**src/hw/dss_pkg.sv**
```systemverilog
/*
 Constants for the device status summary flags: register offsets, bit
 positions and timing counts. Assumes a 25 MHz core clock.
*/
package dss_pkg;
   // ==========================================================
   // Register offsets and data width
   localparam logic [7:0] ADDR_SUMMARY = 8'h01;
   localparam logic [7:0] ADDR_SUPPLY = 8'h02;
   localparam logic [7:0] ADDR_MEMTEMP = 8'h03;
   localparam logic [7:0] DATA_W = 8'h08;
   // ==========================================================
   // Summary bit positions
   localparam int SUM_DSP = 7;
   localparam int SUM_LINK = 5;
   localparam int SUM_MEMTEMP = 4;
   localparam int SUM_SUPPLY = 3;
   localparam int SUM_TEST = 2;
   localparam int SUM_RESET = 1;
   localparam int SUM_INIT = 0;
   // ==========================================================
   // Supply bit positions
   localparam int SUP_UV = 7;
   localparam int SUP_ANA = 3;
   localparam int SUP_DIG = 2;
   localparam int SUP_NVM = 1;
   localparam int SUP_SEAL = 0;
   // ==========================================================
   // Memory and temperature bit positions
   localparam int MT_FACT = 7;
   localparam int MT_USER = 6;
   localparam int MT_RW = 5;
   localparam int MT_WACT = 4;
   localparam int MT_TEMP = 2;
   // ==========================================================
   // Reset values
   localparam logic [7:0] RST_ZERO = 8'h00;
   localparam logic [4:0] RST_SUPPLY = 5'h00;
   // ==========================================================
   // Timing
   localparam int CLK_MHZ = 25;
   localparam int RCV_TIME_US = 100;
   localparam int RCV_CYC = RCV_TIME_US * CLK_MHZ;
   localparam int VALID_TIME_US = 1000;
   localparam int VALID_CYC = VALID_TIME_US * CLK_MHZ;
   localparam int TMR_W = 20;
endpackage

```
**src/hw/dss_rcv_if.sv**
```systemverilog
/*
 Link between the status top and its supply recovery timer.
 Assumes both ends share one clock.
*/
`timescale 1ns/10ps
interface dss_rcv_if;
   logic fault_any;
   logic expired;
   modport owner (output fault_any, input expired);
   modport timer (input fault_any, output expired);
endinterface

```
**src/hw/dss_status.sv**
```systemverilog
/*
 Device status summary and supply fault status registers, plus the
 memory/temperature flags that feed the summary. Read through a plain
 register read port; writes are accepted and ignored.
 Assumes inputs synchronous to i_clk; i_sys_rst is the power-on reset.
*/
//
// Behaviour
// - Summary bit 7 is the OR of the three signal processor error inputs.
// - Summary bit 5 mirrors the link mismatch flag.
// - Summary bit 4 is the OR of all memory/temperature group flags.
// - Summary bit 3 is the OR of all supply group flags.
// - Summary bit 2 shows test mode; cleared only by test operation or power.
// - Summary bit 1 set after any reset, cleared by read or status report.
// - Summary bit 0 set after reset, cleared once sensor data is valid.
// - Supply bit 7 set on supply undervoltage.
// - Supply bit 3 set on analog regulator out of range.
// - Supply bit 2 set on digital regulator out of range.
// - Supply bit 1 set on memory regulator out of range.
// - Supply bit 0 set on edge-seal continuity break.
// - One shared recovery timer, reloaded while any supply fault present.
// - Supply flags clear according to the supply report disable setting.
// - Status registers are read-only; host writes change nothing.
// - Memory/temperature flags except write-active clear on register read or status report.
`timescale 1ns/10ps
module dss_status #(
   parameter int P_VALID_CYC = dss_pkg::VALID_CYC,
   parameter int P_RCV_CYC = dss_pkg::RCV_CYC
) (
   // Clock and reset
   input wire logic i_clk,
   input wire logic i_sys_rst,
   input wire logic i_soft_rst,
   // Register port
   input wire logic i_rd_en,
   input wire logic [7:0] i_rd_addr,
   output logic [7:0] o_rd_data,
   input wire logic i_wr_en,
   input wire logic [7:0] i_wr_addr,
   input wire logic [7:0] i_wr_data,
   // Status field reports
   input wire logic i_reset_reported,
   input wire logic i_memtemp_reported,
   // Signal processor and link
   input wire logic i_selftest_incomplete,
   input wire logic i_common_mode_fault,
   input wire logic i_selftest_fault,
   input wire logic i_comm_fault_status,
   // Test mode
   input wire logic i_test_enter,
   input wire logic i_test_exit,
   // Memory and temperature events
   input wire logic i_factory_nvm_fault,
   input wire logic i_user_nvm_fault,
   input wire logic i_user_reg_fault,
   input wire logic i_nvm_write_active,
   input wire logic i_temp_range_fault,
   // Supply monitors
   input wire logic i_supply_undervoltage,
   input wire logic i_analog_regulator_fault,
   input wire logic i_digital_regulator_fault,
   input wire logic i_nvm_regulator_fault,
   input wire logic i_edge_seal_break,
   input wire logic i_supply_report_disable,
   // Status out
   output logic o_init_in_progress,
   output logic o_supply_fault_any
);
   dss_rcv_if rcv ();
   logic [4:0] sup_r;
   logic [4:0] sup_raw;
   logic [3:0] mt_r;
   logic test_r;
   logic reset_occurred_flag_r;
   logic init_r;
   logic [dss_pkg::TMR_W-1:0] init_cnt_r;
   logic [7:0] summary_w;
   logic [7:0] supply_w;
   logic [7:0] memtemp_w;
   logic rd_sum;
   logic rd_mt;
   logic any_rst;
   logic wr_unused;

   assign any_rst = i_sys_rst || i_soft_rst;
   assign rd_sum = i_rd_en && (i_rd_addr == dss_pkg::ADDR_SUMMARY);
   assign rd_mt = i_rd_en && (i_rd_addr == dss_pkg::ADDR_MEMTEMP);
   // Write port exists for the shared bus only; nothing here is writable
   assign wr_unused = i_wr_en & (|i_wr_addr) & (|i_wr_data);

   // ==========================================================
   // Supply group
   assign sup_raw = {i_supply_undervoltage, i_analog_regulator_fault,
                     i_digital_regulator_fault, i_nvm_regulator_fault,
                     i_edge_seal_break};
   assign rcv.fault_any = |sup_raw;

   dss_rcv_timer #(
      .P_RCV_CYC(P_RCV_CYC)
   ) u_rcv (
      .i_clk(i_clk),
      .i_sys_rst(i_sys_rst),
      .rcv(rcv)
   );

   // Disabled reporting drops a flag as soon as its fault goes; otherwise
   // the flag is held until the shared recovery interval has elapsed.
   always_ff @(posedge i_clk) begin
      if (i_sys_rst) begin
         sup_r <= dss_pkg::RST_SUPPLY;
      end else if (i_supply_report_disable) begin
         sup_r <= sup_raw;
      end else if (rcv.expired) begin
         sup_r <= sup_raw;
      end else begin
         sup_r <= sup_r | sup_raw;
      end
   end

   always_comb begin
      supply_w = dss_pkg::RST_ZERO;
      supply_w[dss_pkg::SUP_UV] = sup_r[4];
      supply_w[dss_pkg::SUP_ANA] = sup_r[3];
      supply_w[dss_pkg::SUP_DIG] = sup_r[2];
      supply_w[dss_pkg::SUP_NVM] = sup_r[1];
      supply_w[dss_pkg::SUP_SEAL] = sup_r[0];
   end

   // ==========================================================
   // Memory and temperature group; set wins over clear
   always_ff @(posedge i_clk) begin
      if (i_sys_rst) begin
         mt_r <= '0;
      end else if (rd_mt || i_memtemp_reported) begin
         mt_r <= {i_factory_nvm_fault, i_user_nvm_fault, i_user_reg_fault,
                  i_temp_range_fault};
      end else begin
         mt_r <= mt_r | {i_factory_nvm_fault, i_user_nvm_fault, i_user_reg_fault,
                         i_temp_range_fault};
      end
   end

   always_comb begin
      memtemp_w = dss_pkg::RST_ZERO;
      memtemp_w[dss_pkg::MT_FACT] = mt_r[3];
      memtemp_w[dss_pkg::MT_USER] = mt_r[2];
      memtemp_w[dss_pkg::MT_RW] = mt_r[1];
      memtemp_w[dss_pkg::MT_WACT] = i_nvm_write_active;
      memtemp_w[dss_pkg::MT_TEMP] = mt_r[0];
   end

   // ==========================================================
   // Test mode survives soft reset; only test exit or power-on clears it
   always_ff @(posedge i_clk) begin
      if (i_sys_rst) begin
         test_r <= 1'b0;
      end else if (i_test_enter) begin
         test_r <= 1'b1;
      end else if (i_test_exit) begin
         test_r <= 1'b0;
      end
   end

   // ==========================================================
   // Reset occurred
   always_ff @(posedge i_clk) begin
      if (any_rst) begin
         reset_occurred_flag_r <= 1'b1;
      end else if (rd_sum || i_reset_reported) begin
         reset_occurred_flag_r <= 1'b0;
      end
   end

   // ==========================================================
   // Initialisation window
   always_ff @(posedge i_clk) begin
      if (any_rst) begin
         init_r <= 1'b1;
         init_cnt_r <= dss_pkg::TMR_W'(P_VALID_CYC);
      end else if (init_cnt_r > dss_pkg::TMR_W'(1)) begin
         init_cnt_r <= init_cnt_r - 1'b1;
      end else begin
         init_cnt_r <= '0;
         init_r <= 1'b0;
      end
   end

   // ==========================================================
   // Summary, built live from current group flags
   always_comb begin
      summary_w = dss_pkg::RST_ZERO;
      summary_w[dss_pkg::SUM_DSP] = i_selftest_incomplete | i_common_mode_fault
                                    | i_selftest_fault;
      summary_w[dss_pkg::SUM_LINK] = i_comm_fault_status;
      summary_w[dss_pkg::SUM_MEMTEMP] = |memtemp_w;
      summary_w[dss_pkg::SUM_SUPPLY] = |sup_r;
      summary_w[dss_pkg::SUM_TEST] = test_r;
      summary_w[dss_pkg::SUM_RESET] = reset_occurred_flag_r;
      summary_w[dss_pkg::SUM_INIT] = init_r;
   end

   // ==========================================================
   // Read data; unmapped addresses return zero
   always_ff @(posedge i_clk) begin
      if (i_sys_rst) begin
         o_rd_data <= dss_pkg::RST_ZERO;
      end else if (i_rd_en) begin
         unique case (i_rd_addr)
            dss_pkg::ADDR_SUMMARY: o_rd_data <= summary_w;
            dss_pkg::ADDR_SUPPLY: o_rd_data <= supply_w;
            dss_pkg::ADDR_MEMTEMP: o_rd_data <= memtemp_w;
            default: o_rd_data <= dss_pkg::RST_ZERO;
         endcase
      end
   end

   // Reset window flag lets the host mask supply flags
   assign o_init_in_progress = init_r;
   assign o_supply_fault_any = |sup_r;
endmodule

```
**src/hw/dss_rcv_timer.sv**
```systemverilog
/*
 Shared supply recovery timer. Reloaded while any supply fault is
 present, reports expiry once the interval has run out with no fault.
 Assumes synchronous active-high reset.
*/
`timescale 1ns/10ps
module dss_rcv_timer #(
   parameter int P_RCV_CYC = dss_pkg::RCV_CYC
) (
   // Clock and reset
   input wire logic i_clk,
   input wire logic i_sys_rst,
   // Timer link
   dss_rcv_if.timer rcv
);
   logic [dss_pkg::TMR_W-1:0] cnt_r;

   // ==========================================================
   // Countdown
   always_ff @(posedge i_clk) begin
      if (i_sys_rst) begin
         cnt_r <= '0;
      end else if (rcv.fault_any) begin
         cnt_r <= dss_pkg::TMR_W'(P_RCV_CYC);
      end else if (cnt_r != '0) begin
         cnt_r <= cnt_r - 1'b1;
      end
   end

   assign rcv.expired = (cnt_r == '0) && !rcv.fault_any;
endmodule

```
**config.mk**
```make
export PLATFORM = sky130hd
export DESIGN_NAME = dss_status
export DESIGN_NICKNAME = d
export VERILOG_FILES = /design/src/hw/dss_pkg.sv /design/src/hw/dss_rcv_if.sv /design/src/hw/dss_status.sv /design/src/hw/dss_rcv_timer.sv
export SDC_FILE = /design/constraint.sdc
export NUM_CORES = 1
export LEC_CHECK = 0
export BUFFER_PORTS_ARGS = -buffer_cell sky130_fd_sc_hd__buf_4
export CAP_MARGIN = 20
export CORE_AREA = 2 2 84 86
export CTS_CLUSTER_DIAMETER = 150
export DETAILED_ROUTE_END_ITERATION = 6
export DIE_AREA = 0 0 86 88
export HOLD_SLACK_MARGIN = 0.1
export PLACE_DENSITY = 0.76
export SETUP_SLACK_MARGIN = 0.02
export SYNTH_ARGS = -nofsm -noshare
export SYNTH_HDL_FRONTEND = slang
export SYNTH_SLANG_ARGS = --single-unit
```
**constraint.sdc**
```tcl
create_clock -name i_clk -period 3.2 [get_ports i_clk]
set_input_delay 0.8 -clock i_clk [delete_from_list [all_inputs] [get_ports i_clk]]
set_output_delay 0.8 -clock i_clk [all_outputs]
set_load 0.01 [all_outputs]
```
Yosys cells after proc, flatten, opt, wreduce, memory -nomap -nowiden
Cells that the tools add are included.
Widths: inputs -> output; s select.
{"block": "totals", "reg_bits": 60, "elab_cells": 46}
{"block": "classes", "add_sub_neg": 2, "magnitude_cmp": 1, "n_eq_ne": 3, "muxes": 9, "bitwise_logic": 5, "reduce_logical": 16}
{"op": "$sub 20x1->20 const B", "count": 2}
{"op": "$mux 12", "count": 2}
{"op": "$pmux 8 s3", "count": 1}
{"op": "$gt 20x1->1 const B", "count": 1}
{"op": "$logic_not 20->1", "count": 1}
{"op": "$reduce_bool 20->1", "count": 1}
{"op": "$eq 8x2->1 const B", "count": 2}
{"op": "$mux 15", "count": 1}
{"op": "$reduce_or 5->1", "count": 3}
{"op": "$mux 5", "count": 2}
{"op": "$eq 8x1->1 const B", "count": 1}
{"op": "$reduce_or 6->1", "count": 1}
{"op": "$or 5x5->5", "count": 1}
{"op": "$mux 4", "count": 1}
{"op": "$or 4x4->4", "count": 1}
{"op": "$reduce_bool 2->1", "count": 2}
{"op": "$logic_and 1x1->1", "count": 3}
{"op": "$logic_or 1x1->1", "count": 3}
{"op": "$mux 1", "count": 2}
{"op": "$or 1x1->1", "count": 2}
{"op": "$reduce_or 2->1", "count": 1}
{"op": "$logic_not 1->1", "count": 1}
{"op": "$not 1->1", "count": 1}

Longest topological paths before layout
Gate-level depths: netlist of the first run.
{"block": "depth", "depth_word": 5, "depth_mapped": 7, "mapped_depth_nobuf": 6}

Modules after synthesis
A second synthesis of the first run with hierarchy kept.
{"block": "unflattened", "hier_cells": 348, "area_unflattened_um2": 2985.4}
{"module": "dss_status", "instances": 1, "cells_each": 210, "area_per_inst_um2": 1861.8, "seq_area_each_um2": 800.8}
{"module": "dss_rcv_timer", "instances": 1, "cells_each": 138, "area_per_inst_um2": 1123.6, "seq_area_each_um2": 400.4}

Least setup slack after synthesis of the first run
OpenSTA, ideal clock, no wires.
{"block": "synth_timing", "kind": "input-to-reg", "from": "input port i_rd_addr[5]", "to": "register mt_r[0]", "setup_ns": 0.117, "arrival_time_ns": 2.160, "path_slack_ns": 0.922, "path_stages": 4, "path_cell_list": "or4_1 > nor3_2 > nand4_1 > a32o_1"}
{"block": "synth_via", "elab_chain_len": 4}
{"item": "start, declared", "line": "dss_status.sv:36", "source": "input wire logic [7:0] i_rd_addr,"}
{"item": "$eq 8x2->1", "line": "dss_status.sv:87", "source": "assign rd_mt = i_rd_en && (i_rd_addr == dss_pkg::ADDR_MEMTEMP);"}
{"item": "$logic_and 1x1->1", "line": "dss_status.sv:87"}
{"item": "$logic_or 1x1->1", "line": "dss_status.sv:134", "source": "end else if (rd_mt || i_memtemp_reported) begin"}
{"item": "$mux 4", "line": "dss_status.sv:134"}
{"item": "end signal, assigned", "line": "dss_status.sv:135", "source": "mt_r <= {i_factory_nvm_fault, i_user_nvm_fault, i_user_reg_fault,"}
{"item": "end signal, assigned", "line": "dss_status.sv:138", "source": "mt_r <= mt_r | {i_factory_nvm_fault, i_user_nvm_fault, i_user_reg_fault,"}
{"item": "end, declared", "line": "dss_status.sv:72", "source": "logic [3:0] mt_r;"}
Every way passes these cells.
A chain may end at the register's enable or synchronous reset.

Final worst setup path of the first run
{"block": "layout_timing", "from": "register u_rcv.cnt_r[8] (netlist name)", "to": "register sup_r[0]"}
{"block": "layout_via", "elab_chain_len": 4}
{"item": "start, declared", "line": "dss_rcv_timer.sv:16", "source": "logic [dss_pkg::TMR_W-1:0] cnt_r;"}
{"item": "start signal, assigned", "line": "dss_rcv_timer.sv:24", "source": "cnt_r <= dss_pkg::TMR_W'(P_RCV_CYC);"}
{"item": "start signal, assigned", "line": "dss_rcv_timer.sv:26", "source": "cnt_r <= cnt_r - 1'b1;"}
{"item": "$logic_not 20->1", "line": "dss_rcv_timer.sv:30", "source": "assign rcv.expired = (cnt_r == '0) && !rcv.fault_any;"}
{"item": "$logic_and 1x1->1", "line": "dss_rcv_timer.sv:30"}
{"item": "$mux 5", "line": "dss_status.sv:113", "source": "end else if (rcv.expired) begin"}
{"item": "$mux 5", "line": "dss_status.sv:111", "source": "end else if (i_supply_report_disable) begin"}
{"item": "end signal, assigned", "line": "dss_status.sv:110", "source": "sup_r <= dss_pkg::RST_SUPPLY;"}
{"item": "end signal, assigned", "line": "dss_status.sv:112", "source": "sup_r <= sup_raw;"}
{"item": "end signal, assigned", "line": "dss_status.sv:114", "source": "sup_r <= sup_raw;"}
{"item": "end, declared", "line": "dss_status.sv:70", "source": "logic [4:0] sup_r;"}
Every way passes these cells.

==> summary.txt, run 1 <==
Run status
  • Outcome: complete, no violations

Timing
  • Tcrit/Tclk final: 69.11%
  • Final Hold Fails: 0
  • Actual slew at the worst max-slew pin: 685.4 ps
  • FMAX: approximately 450 MHz
  • Endpoints failing setup: 0
  • Final TNS setup: 0 ps
  • Rel. slew slack: 53.89%
  • Clock skew: 8.352 ps
  • Final min period: 2211 ps
  • Slew Limit Fails: 0
  • RSZ-0062 raised after global routing: no

Clocking
  • Cts hold-fix bufs: 0
  • CTS tree: yes
  • Total CTS buffers: 9
  • CTS resizes: 0
  • Clock Pin Slew Worst Setup and Hold Paths: 70 ps
  • Worst-case clock buffer depth: 2
  • Post CTS Setup Buffer Count: 0
  • Root Buffer: clkbuf_8
  • Total clock sinks: 60
  • Clock Latency Late Sink: 330 ps
  • Max H-tree Level: 3

Floorplanning
  • DIE HEIGHT: approximately 88 microns
  • Boundary Pins: just under 60
  • Initial Util: around 44%
  • Total die area: 7568 sq um
  • FP Rows: 30
  • Die width: 86 microns
  • Core Footprint: 6644 sq um

Worst hold path
  • Type of the most critical hold path: reg -> reg

Cells and area
  • Share of post-route cells with drive strength above 1: 18.88%
  • Synth-to-layout area growth: 19.82%
  • Ant. Diodes: 0
  • Fin nets: 425

Flow run
  • Maxcap violations: 0

Critical path
  • CP required: 3410 ps
  • Worst path cell trace: nor4_1 > nand4_1 > o311ai_0 > a21oi_1
  • Slowest CP cell: nor4_1
  • Crit-path max FO: 8
  • Max incr delay on CP: 620 ps
  • CP Launch Type: flip-flop
  • Crit path DAT: 2420 ps
  • Crit Path Class: reg -> reg
  • Endpoint type of the worst setup path: flip-flop

Yosys
  • Synth cell types: 49
  • Post-synthesis xor/xnor area fraction: 3.904%
  • Synthesized area: 2917 sq um
  • Top cells by count, synth: dfxtp_1 (60), a21oi_1 (32), nor2_1 (26)
  • Number of synthesized flops with an enable pin: 0
  • Synth area leader: dfxtp_1
  • Main area contributors after synthesis: dfxtp_1 (41%), a21oi_1 (5.5%), or4_1 (3.9%)
  • Yosys reg bits: 60
  • Largest family of logic cells by synthesized area: simple AND/OR/NAND/NOR gates
  • Seq/Total Area, Yosys: 41.18%
  • Syn Area/Cell: around 8.8 sq um
  • Async SR Flop Fraction: 0%
  • Adder-cell share of the synthesized area: 1.716%
  • Proportion of synthesized area in mux cells: 2.488%
  • Synthesis Warnings: 0
  • Top_reg_cell synth: dfxtp_1
  • Count leader, synth: dfxtp_1
  • Synth Instances: 330
  • Synth Area in Simple Gates: about 30%
  • Mapped Nets: 382
  • Synth Area in Compound Gates: between 10% and 20%
  • Synth top area share: 41.18%

Pwr
  • Peak supply drop: 269.7 uV
  • Total Power: roughly 1.6 mW
  • Leakage Power: between 1 and 1.5 nW
  • PwrDens: between 400 and 500 nW/um^2

GRT
  • Initial antenna violation count: 0
  • GRT overflow: 0
  • All-Layer GR Usage: 17.77%
  • Largest net degree at the start of global routing: 25
  • First-pass GRT wire length: 10710 microns
  • Vias in the first global route: ~2400

Route
  • Drt first pass iters: 4
  • DR WL/cell: 14.07 microns
  • Total Wirelength: around 6400 microns
  • Via density: 5.774
  • Detailed Route Iter0 Violations: between 100 and 150
  • Via count: 2633
  • DRC Markers: 0
  • Routed Antenna Nets: 0

Place
  • Port Buffers: 40
  • HPWL after detailed placement: around 4700 microns
  • Routability cong.: approximately 0.87
[per-stage QoR]
| stage | instances | worst slack (ps) | hold WS [ps] | cell area (sq um) | util (%) |
|---|---|---|---|---|---|
| global placement | 442 | 704.9 | 455.9 | 3286 | 49.45 |
| finish | 456 | 988.6 | 470.3 | 3495 | 52.60 |
| CTS | 456 | 1003 | 474.8 | 3495 | 52.60 |
| detailed placement | 442 | 690.2 | 464.0 | 3286 | 49.45 |
| floorplan | 330 | 922.3 | 444.0 | 2917 | - |
| global route | 456 | 728.3 | 497.8 | 3495 | 52.60 |
[path summary, 6_finish.rpt]
check	start	end	slack, ps	cells past startpoint
worst min-delay path	o_rd_data[7]$_SDFFE_PP0P_	o_rd_data[7]$_SDFFE_PP0P_	470	2
worst min register to register	o_rd_data[7]$_SDFFE_PP0P_	o_rd_data[7]$_SDFFE_PP0P_	470	2
worst max-delay path	u_rcv.cnt_r[8]$_SDFFE_PP0N_	sup_r[0]$_SDFF_PP0_	990	4
worst max register to register	u_rcv.cnt_r[8]$_SDFFE_PP0N_	sup_r[0]$_SDFF_PP0_	990	4
[critical path, delay by kind of cell, from the launching register on]
kind / cells / cell delay, ps
compound gates: 2 / 640
flops: 1 / 360
simple gates: 2 / 1090
[layer usage]
metal  part of all wire (%)  vias to the layer above  track usage, %
li1                       -                     1335               -
met1                     46                     1238           20.66
met2                     49                       47           31.08
met3                    4.0                       13           4.618
met4                    1.5                        0           7.359
met5                      0                        -               0
[state kept, by name, indices dropped and copies added (netlist names)]
name and count:
test_r 1, sup_r 5, o_init_in_progress 1, u_rcv.cnt_r 20, mt_r 4, o_rd_data 8
reset_occurred_flag_r 1, init_cnt_r 20
[final cells by class]
| type | instances | area, sq um |
|---|---|---|
| repair buffers | 42 | 315.3 |
| clock inverters | 1 | 30.03 |
| multi-input cells | 251 | 1635 |
| clock buffers | 13 | 178.9 |
| inverters | 9 | 33.78 |
| flip-flops and latches | 60 | 1201 |
| well taps | 80 | 100.1 |
| fillers | 616 | 3149 |
[cells in the final DEF, fill, tap and decap left out, types with 3 or more instances in the layout]
master | synthesis | final
nand3_1 | 11 | 11
mux2i_1 | 5 | 5
a22o_1 | 3 | 3
dfxtp_1 | 60 | 60
nor3_1 | 12 | 12
nor2_1 | 26 | 26
nand4_1 | 6 | 6
or3_1 | 6 | 6
inv_1 | 9 | 9
clkbuf_8 | 0 | 13
a31oi_1 | 3 | 3
o21ai_0 | 14 | 14
or4_1 | 15 | 15
nor4_1 | 11 | 11
ha_1 | 4 | 4
nand2b_1 | 15 | 15
nand2_1 | 15 | 15
buf_4 | 0 | 42
a32o_1 | 5 | 5
xor2_1 | 9 | 9
a21oi_1 | 32 | 32
nor2b_1 | 3 | 3
nor3b_1 | 4 | 4
xnor2_1 | 4 | 4
nand4b_1 | 3 | 3
or2_2 | 5 | 5
o31ai_1 | 11 | 11
[report_power, final]
| group | leakage, nW | switching (mW) | internal [mW] |
|---|---|---|---|
| Clock | 0.108 | 0.279 | 0.436 |
| Combinational | 0.647 | 0.0702 | 0.0651 |
| Sequential | 0.490 | 0.0197 | 0.765 |
| Total | 1.24 | 0.368 | 1.27 |
[kinds of logic after synthesis]
| kind of cell | count (synthesis) |
|---|---|
| AOI/OAI and AO/OA | 82 |
| xor gates and xnor gates | 13 |
| adders and majority gates | 4 |
| buffers and inverters | 19 |
| DFF | 60 |
| muxes | 7 |
| and+or+nand+nor | 145 |
Note: power is estimated with default switching activity, not from simulation.
==> run 2, diff against run 1 <==
--- a/config.mk
+++ b/config.mk
@@ -12,7 +12,7 @@
 export DETAILED_ROUTE_END_ITERATION = 6
 export DIE_AREA = 0 0 86 88
 export HOLD_SLACK_MARGIN = 0.1
-export PLACE_DENSITY = 0.76
+export PLACE_DENSITY = 0.79
 export SETUP_SLACK_MARGIN = 0.02
 export SYNTH_ARGS = -nofsm -noshare
 export SYNTH_HDL_FRONTEND = slang
==> constraint.sdc (replaced) <==
create_clock -name i_clk -period 1.83 [get_ports i_clk]
set_input_delay 0.4575 -clock i_clk [delete_from_list [all_inputs] [get_ports i_clk]]
set_output_delay 0.4575 -clock i_clk [all_outputs]
set_load 0.01 [all_outputs]
==> run 2 against run 1 <==
  * The flow now finishes with violations (negative setup slack)
  * Clock skew grew 0.67 ps
  * Critical path depth grew 1
  * Final cell count grew 8.3%
  * First-iteration DRC count grew 17%
  * Register-to-register slack lost 1000 ps
  * Sequential share of layout area shrank 3.0 points
  * Utilization grew 5.2 points
  * Via count grew 5.9%
  * Flip-flop and latch count is the same
  * Sequential power grew 75%
  * Power grew 69%
  * Critical path type unchanged
==> summary.txt, run 2 (synthesis results as in run 1) <==
Critical path
  • Endpoint type of the worst setup path: flip-flop
  • Max incr delay on CP: 530 ps
  • Crit path DAT: about 2100 ps
  • CP delay by family, top: simple AND/OR/NAND/NOR gates
  • CP Launch Type: flip-flop
  • Worst Path Buf+Inv: 1
  • Worst path cell trace: or4_4 > or4b_4 > o21ai_4 > buf_12 > a21oi_1
  • CP required: 2060 ps
  • Crit-path max FO: 14
  • Slowest CP cell: or4_4
  • Crit Path Class: reg -> reg
  • Worst r2r src: init_cnt_r[3]$_SDFF_PP1_
  • Critical path origin: init_cnt_r[3]$_SDFF_PP1_
  • Flop2flop setup slack: -30 ps

Cells and area
  • Final core occ: 57.82%
  • Most frequent cells in the layout: buf_4 (77), dfxtp_1 (57), a21oi_1 (32)
  • Register area: roughly 1200 sq um
  • Filler Cell Count: about 550
  • Fin nets: 462
  • Multi-input gate area: 1717 sq um
  • Largest regs: init_cnt_r: 20 flops, u_rcv.cnt_r: 20 flops, o_rd_data: 8 flops
  • Share of post-route cells with drive strength above 1: 29.71%
  • Ant. Diodes: 0
  • Synth-to-layout area growth: 31.70%
  • Finished Layout Cells: 494
  • Most common cell after layout, fill and taps aside: buf_4

Route
  • DRC Markers: 0
  • Detailed Route Iter0 Violations: 121
  • Total Wirelength: 7362 microns
  • DR WL/cell: 14.90 microns
  • Via count: 2788
  • Drt first pass iters: 5
  • Via density: 5.644
  • Routed Antenna Nets: 0

Floorplanning
  • Initial Util: roughly 44%
  • Die width: 86 microns
  • Total die area: approximately 7600 sq um
  • Core Footprint: 6644 sq um
  • Boundary Pins: 58
  • DIE HEIGHT: 88 microns
  • FP Rows: 30

Timing
  • Slew Limit Fails: 0
  • Actual slew at the worst max-slew pin: 384.2 ps
  • Final min period: 1864 ps
  • Final Hold Fails: 0
  • RSZ-0062 raised after global routing: yes
  • Clock skew: 9.025 ps
  • Rel. slew slack: 74.03%
  • Final TNS setup: -337.6 ps
  • FMAX: 536.4 MHz
  • Tcrit/Tclk final: 101.9%
  • Endpoints failing setup: 14
  • Post-route setup slack: -34.40 ps

GRT
  • GRT overflow: 0
  • Largest net degree at the start of global routing: 19
  • M2 GR Usage: 32.63%
  • Vias in the first global route: 2610
  • GRT busiest layer: met2
  • First-pass GRT wire length: about 12000 microns
  • All-Layer GR Usage: a little under a fifth
  • Initial antenna violation count: 0
  • Met3 Use GR: 4.147%
  • Met1 Usage GRT: 23.17%

Run status
  • Violations in the final reports: negative setup slack
  • Outcome: complete, but fails checks

Clocking
  • Worst-case clock buffer depth: 2
  • Total clock sinks: 60
  • CTS tree: yes
  • Clock Pin Slew Worst Setup and Hold Paths: 70 ps
  • Max H-tree Level: 3
  • Root Buffer: clkbuf_8
  • Clock Latency Late Sink: 350 ps
  • Total CTS buffers: 9

Place
  • Post-Place Worst Slack: -145.8 ps
  • HPWL after detailed placement: 5076 microns
  • Placed Instances: 476
  • Routability cong.: 0.7995
  • Port Buffers: 40

Worst hold path
  • Worst hold start: i_user_reg_fault
  • Type of the most critical hold path: in -> reg

Pwr
  • Peak supply drop: 406.6 uV
  • Leakage Power: 1.437 nW
  • Total Power: 2.756 mW
  • PwrDens: 717.6 nW/um^2

Flow run
  • Maxcap violations: 0
run 2: cell types whose count changed in the layout (fill, tap and decap cells not counted), sizes merged:
| cell | previous run | this run |
|---|---|---|
| bufinv | 1 | 0 |
| buf | 42 | 79 |
| clkinvlp | 0 | 2 |
| clkinv | 0 | 2 |
| clkbuf | 13 | 11 |
run 2: metrics by stage:
step           hold WS (ps)  instance area, sq um
4_1_cts               312.4                  3760
2_1_floorplan         444.0                  2938
6_report              313.6                  3841
5_1_grt               307.9                  3841
3_5_place_dp          449.6                  3575
3_3_place_gp          445.7                  3575
run 2: layout make-up:
cell class / count / area share [%]
clock buffer: 11 / 3.941
clock inverter: 4 / 0.6515
inverter: 9 / 0.8795
multi-input combinational: 251 / 44.69
sequential: 60 / 31.37
tap: 80 / 2.606
timing repair buffer: 79 / 15.86
run 2: what timing repair did:
| action | 4_1_cts | 5_1_grt |
|---|---|---|
| pin swaps | 0 | 5 |
| gates resized for setup | 4 | 12 |
| endpoints found under the setup margin | 28 | 43 |
| buffers inserted | 0 | 3 |
| hold buffers | 0 | 0 |
run 2: layer usage:
metal	vias up	part of all wire (%)
met2	65	51
met1	1309	43
met4	0	1.2
met3	8	5.2
met5	-	0
li1	1406	-
run 2: worst paths after layout:
kind | cells past startpoint | to
min | 2 | mt_r[1]$_SDFF_PP0_
max reg2reg | 5 | init_cnt_r[18]$_SDFF_PP0_
max | 5 | init_cnt_r[18]$_SDFF_PP0_
min reg2reg | 1 | init_cnt_r[0]$_SDFF_PP0_
run 2: power by group:
group          leakage, nW  switching, mW  total, mW  internal, mW
Clock               0.0872          0.525       1.08         0.552
Sequential           0.490         0.0277       1.37          1.34
Combinational        0.860          0.153      0.313         0.160
==> run 3, diff against run 2 <==
--- a/config.mk
+++ b/config.mk
@@ -5,7 +5,7 @@
 export SDC_FILE = /design/constraint.sdc
 export NUM_CORES = 1
 export LEC_CHECK = 0
-export BUFFER_PORTS_ARGS = -buffer_cell sky130_fd_sc_hd__buf_4
+export BUFFER_PORTS_ARGS = -buffer_cell sky130_fd_sc_hd__buf_2
 export CAP_MARGIN = 20
 export CORE_AREA = 2 2 84 86
 export CTS_CLUSTER_DIAMETER = 150
==> run 3 against run 2 <==
  * The flow still finishes with violations (negative setup slack)
  * Maximum frequency is 0.24% lower
  * Global-route usage rose by 0.10 points
  * Clock-buffer cell count up 1
  * Clock skew rose by 0.97 ps
  * Cell area decreased by 1.4%
  * Via count rose by 1.2%
  * Critical endpoint unchanged
  * Wire length decreased by 2.7%
  * Largest power group unchanged
  * Utilization decreased by 0.79 points
  * Flip-flop and latch count did not move
==> summary.txt, run 3 (synthesis results as in run 1) <==
Route
  • Detailed Route Iter0 Violations: between 150 and 200
  • Total Wirelength: 7164 microns
  • Routed Antenna Nets: 0
  • Via count: 2822
  • Via density: 5.655
  • DR WL/cell: between 10 and 15 microns
  • Drt first pass iters: 6
  • DRC Markers: 0

Critical path
  • Worst path cell trace: or4_4 > or4b_4 > o21ai_4 > buf_12 > a21oi_1
  • Crit path DAT: 2090 ps
  • CP Depth: 5
  • Crit-path max FO: 14
  • Slowest CP cell: or4b_4
  • CP required: roughly 2100 ps
  • Crit Path Class: reg -> reg
  • CP delay by family, top: simple AND/OR/NAND/NOR gates
  • CP Launch Type: flip-flop
  • Max incr delay on CP: 540 ps
  • Worst Path Buf+Inv: 1
  • Reg2reg path depth: 5
  • Endpoint type of the worst setup path: flip-flop

Flow run
  • Maxcap violations: 0

Clocking
  • Total CTS buffers: 9
  • Worst-case clock buffer depth: 2
  • Max H-tree Level: 3
  • Clock Pin Slew Worst Setup and Hold Paths: approximately 70 ps
  • Total clock sinks: 60
  • Cts hold-fix bufs: 0
  • CTS tree: yes
  • Clock Latency Late Sink: ~340 ps
  • Root Buffer: clkbuf_8

Timing
  • Final min period: 1869 ps
  • Final Hold Fails: 0
  • Slew Limit Fails: 0
  • Actual slew at the worst max-slew pin: 408.7 ps
  • RSZ-0062 raised after global routing: yes
  • Endpoints failing setup: 17
  • FMAX: 535.1 MHz
  • Tcrit/Tclk final: 102.1%
  • Final TNS setup: -394.8 ps
  • Rel. slew slack: between 70% and 80%
  • Post-route setup slack: -38.80 ps
  • Clock skew: 9.992 ps
  • WHS: roughly 320 ps

Floorplanning
  • Die width: approximately 86 microns
  • FP Rows: 30
  • DIE HEIGHT: 88 microns
  • Boundary Pins: just under 60
  • Initial Util: 43.90%
  • Core Footprint: around 6600 sq um
  • Total die area: 7568 sq um

Place
  • HPWL after detailed placement: 5122 microns
  • Port Buffers: 40
  • DP Area: 3497 sq um
  • Routability cong.: 0.7906

Pwr
  • Peak supply drop: 393.9 uV
  • PwrDens: 742.5 nW/um^2
  • Leakage Power: around 1.4 nW

GRT
  • Largest net degree at the start of global routing: 19
  • All-Layer GR Usage: 19.19%
  • First-pass GRT wire length: around 12000 microns
  • GRT overflow: 0
  • Vias in the first global route: 2664
  • Initial antenna violation count: 0

Cells and area
  • Most common cell after layout, fill and taps aside: dfxtp_1
  • Fin area: 3789 sq um
  • Share of post-route cells with drive strength above 1: 30.07%
  • Largest regs: init_cnt_r: 20 flops, u_rcv.cnt_r: 20 flops, o_rd_data: 8 flops
  • Synth-to-layout area growth: 29.90%
  • Fin nets: 466
  • Ant. Diodes: 0
  • Final core occ: 57.02%
  • Filler Cell Count: 568
  • Most frequent cells in the layout: dfxtp_1 (58), buf_4 (41), buf_2 (40)

Run status
  • Outcome: complete, but fails checks
  • Violations in the final reports: negative setup slack

Worst hold path
  • Type of the most critical hold path: in -> reg
  • Cell depth of the worst hold path: 2
run 3: changes by cell type in the layout (fill, tap and decap cells not counted), sizes merged:
cell / change
clkinv: -1
buf: +4
bufinv: +1
clkbuf: +1
run 3: metal layers:
| metal | vias to the layer above | routed length (microns) | global-route usage [%] |
|---|---|---|---|
| met5 | - | 0 | 0 |
| li1 | 1407 | - | - |
| met1 | 1331 | 3178 | 23.70 |
| met3 | 15 | 311 | 4.995 |
| met4 | 0 | 171 | 10.68 |
| met2 | 69 | 3503 | 30.51 |
run 3: timing repair:
item                       in CTS  in global routing
resized for setup               4                 13
setup buffers                   1                  3
setup endpoints to repair      29                 33
pin swaps                       0                  3
run 3: stage by stage:
stage	cells	power, mW	setup slack, ps
4_1_cts	496	2.814	-39.23
3_3_place_gp	479	1.657	-76.05
6_report	499	2.813	-38.80
2_1_floorplan	330	1.545	-31.85
5_1_grt	499	2.915	-99.59
3_5_place_dp	479	1.667	-123.7
run 3: report_power, final:
part	total (mW)	internal, mW	leakage, nW	switching, mW
registers	1.36	1.34	0.489	0.0259
logic	0.291	0.140	0.848	0.151
clock network	1.16	0.628	0.0866	0.530
run 3: area by class of cell:
type	instances	area, sq um	area share [%]
Clock buffer	12	135.1	3.567
Clock inverter	4	50.05	1.321
Inverter	9	33.78	0.8917
Multi-Input combinational cell	251	1727	45.57
Sequential cell	60	1204	31.77
Tap cell	80	100.1	2.642
Timing Repair Buffer	83	539.3	14.23
run 3: final timing paths:
kind / start / end / slack [ps]
worst max-delay path: init_cnt_r[3]$_SDFF_PP1_ / init_cnt_r[18]$_SDFF_PP0_ / -40
worst max register to register: init_cnt_r[3]$_SDFF_PP1_ / init_cnt_r[18]$_SDFF_PP0_ / -40
worst min register to register: init_cnt_r[0]$_SDFF_PP0_ / init_cnt_r[0]$_SDFF_PP0_ / 470
worst min-delay path: i_user_reg_fault / mt_r[1]$_SDFF_PP0_ / 320
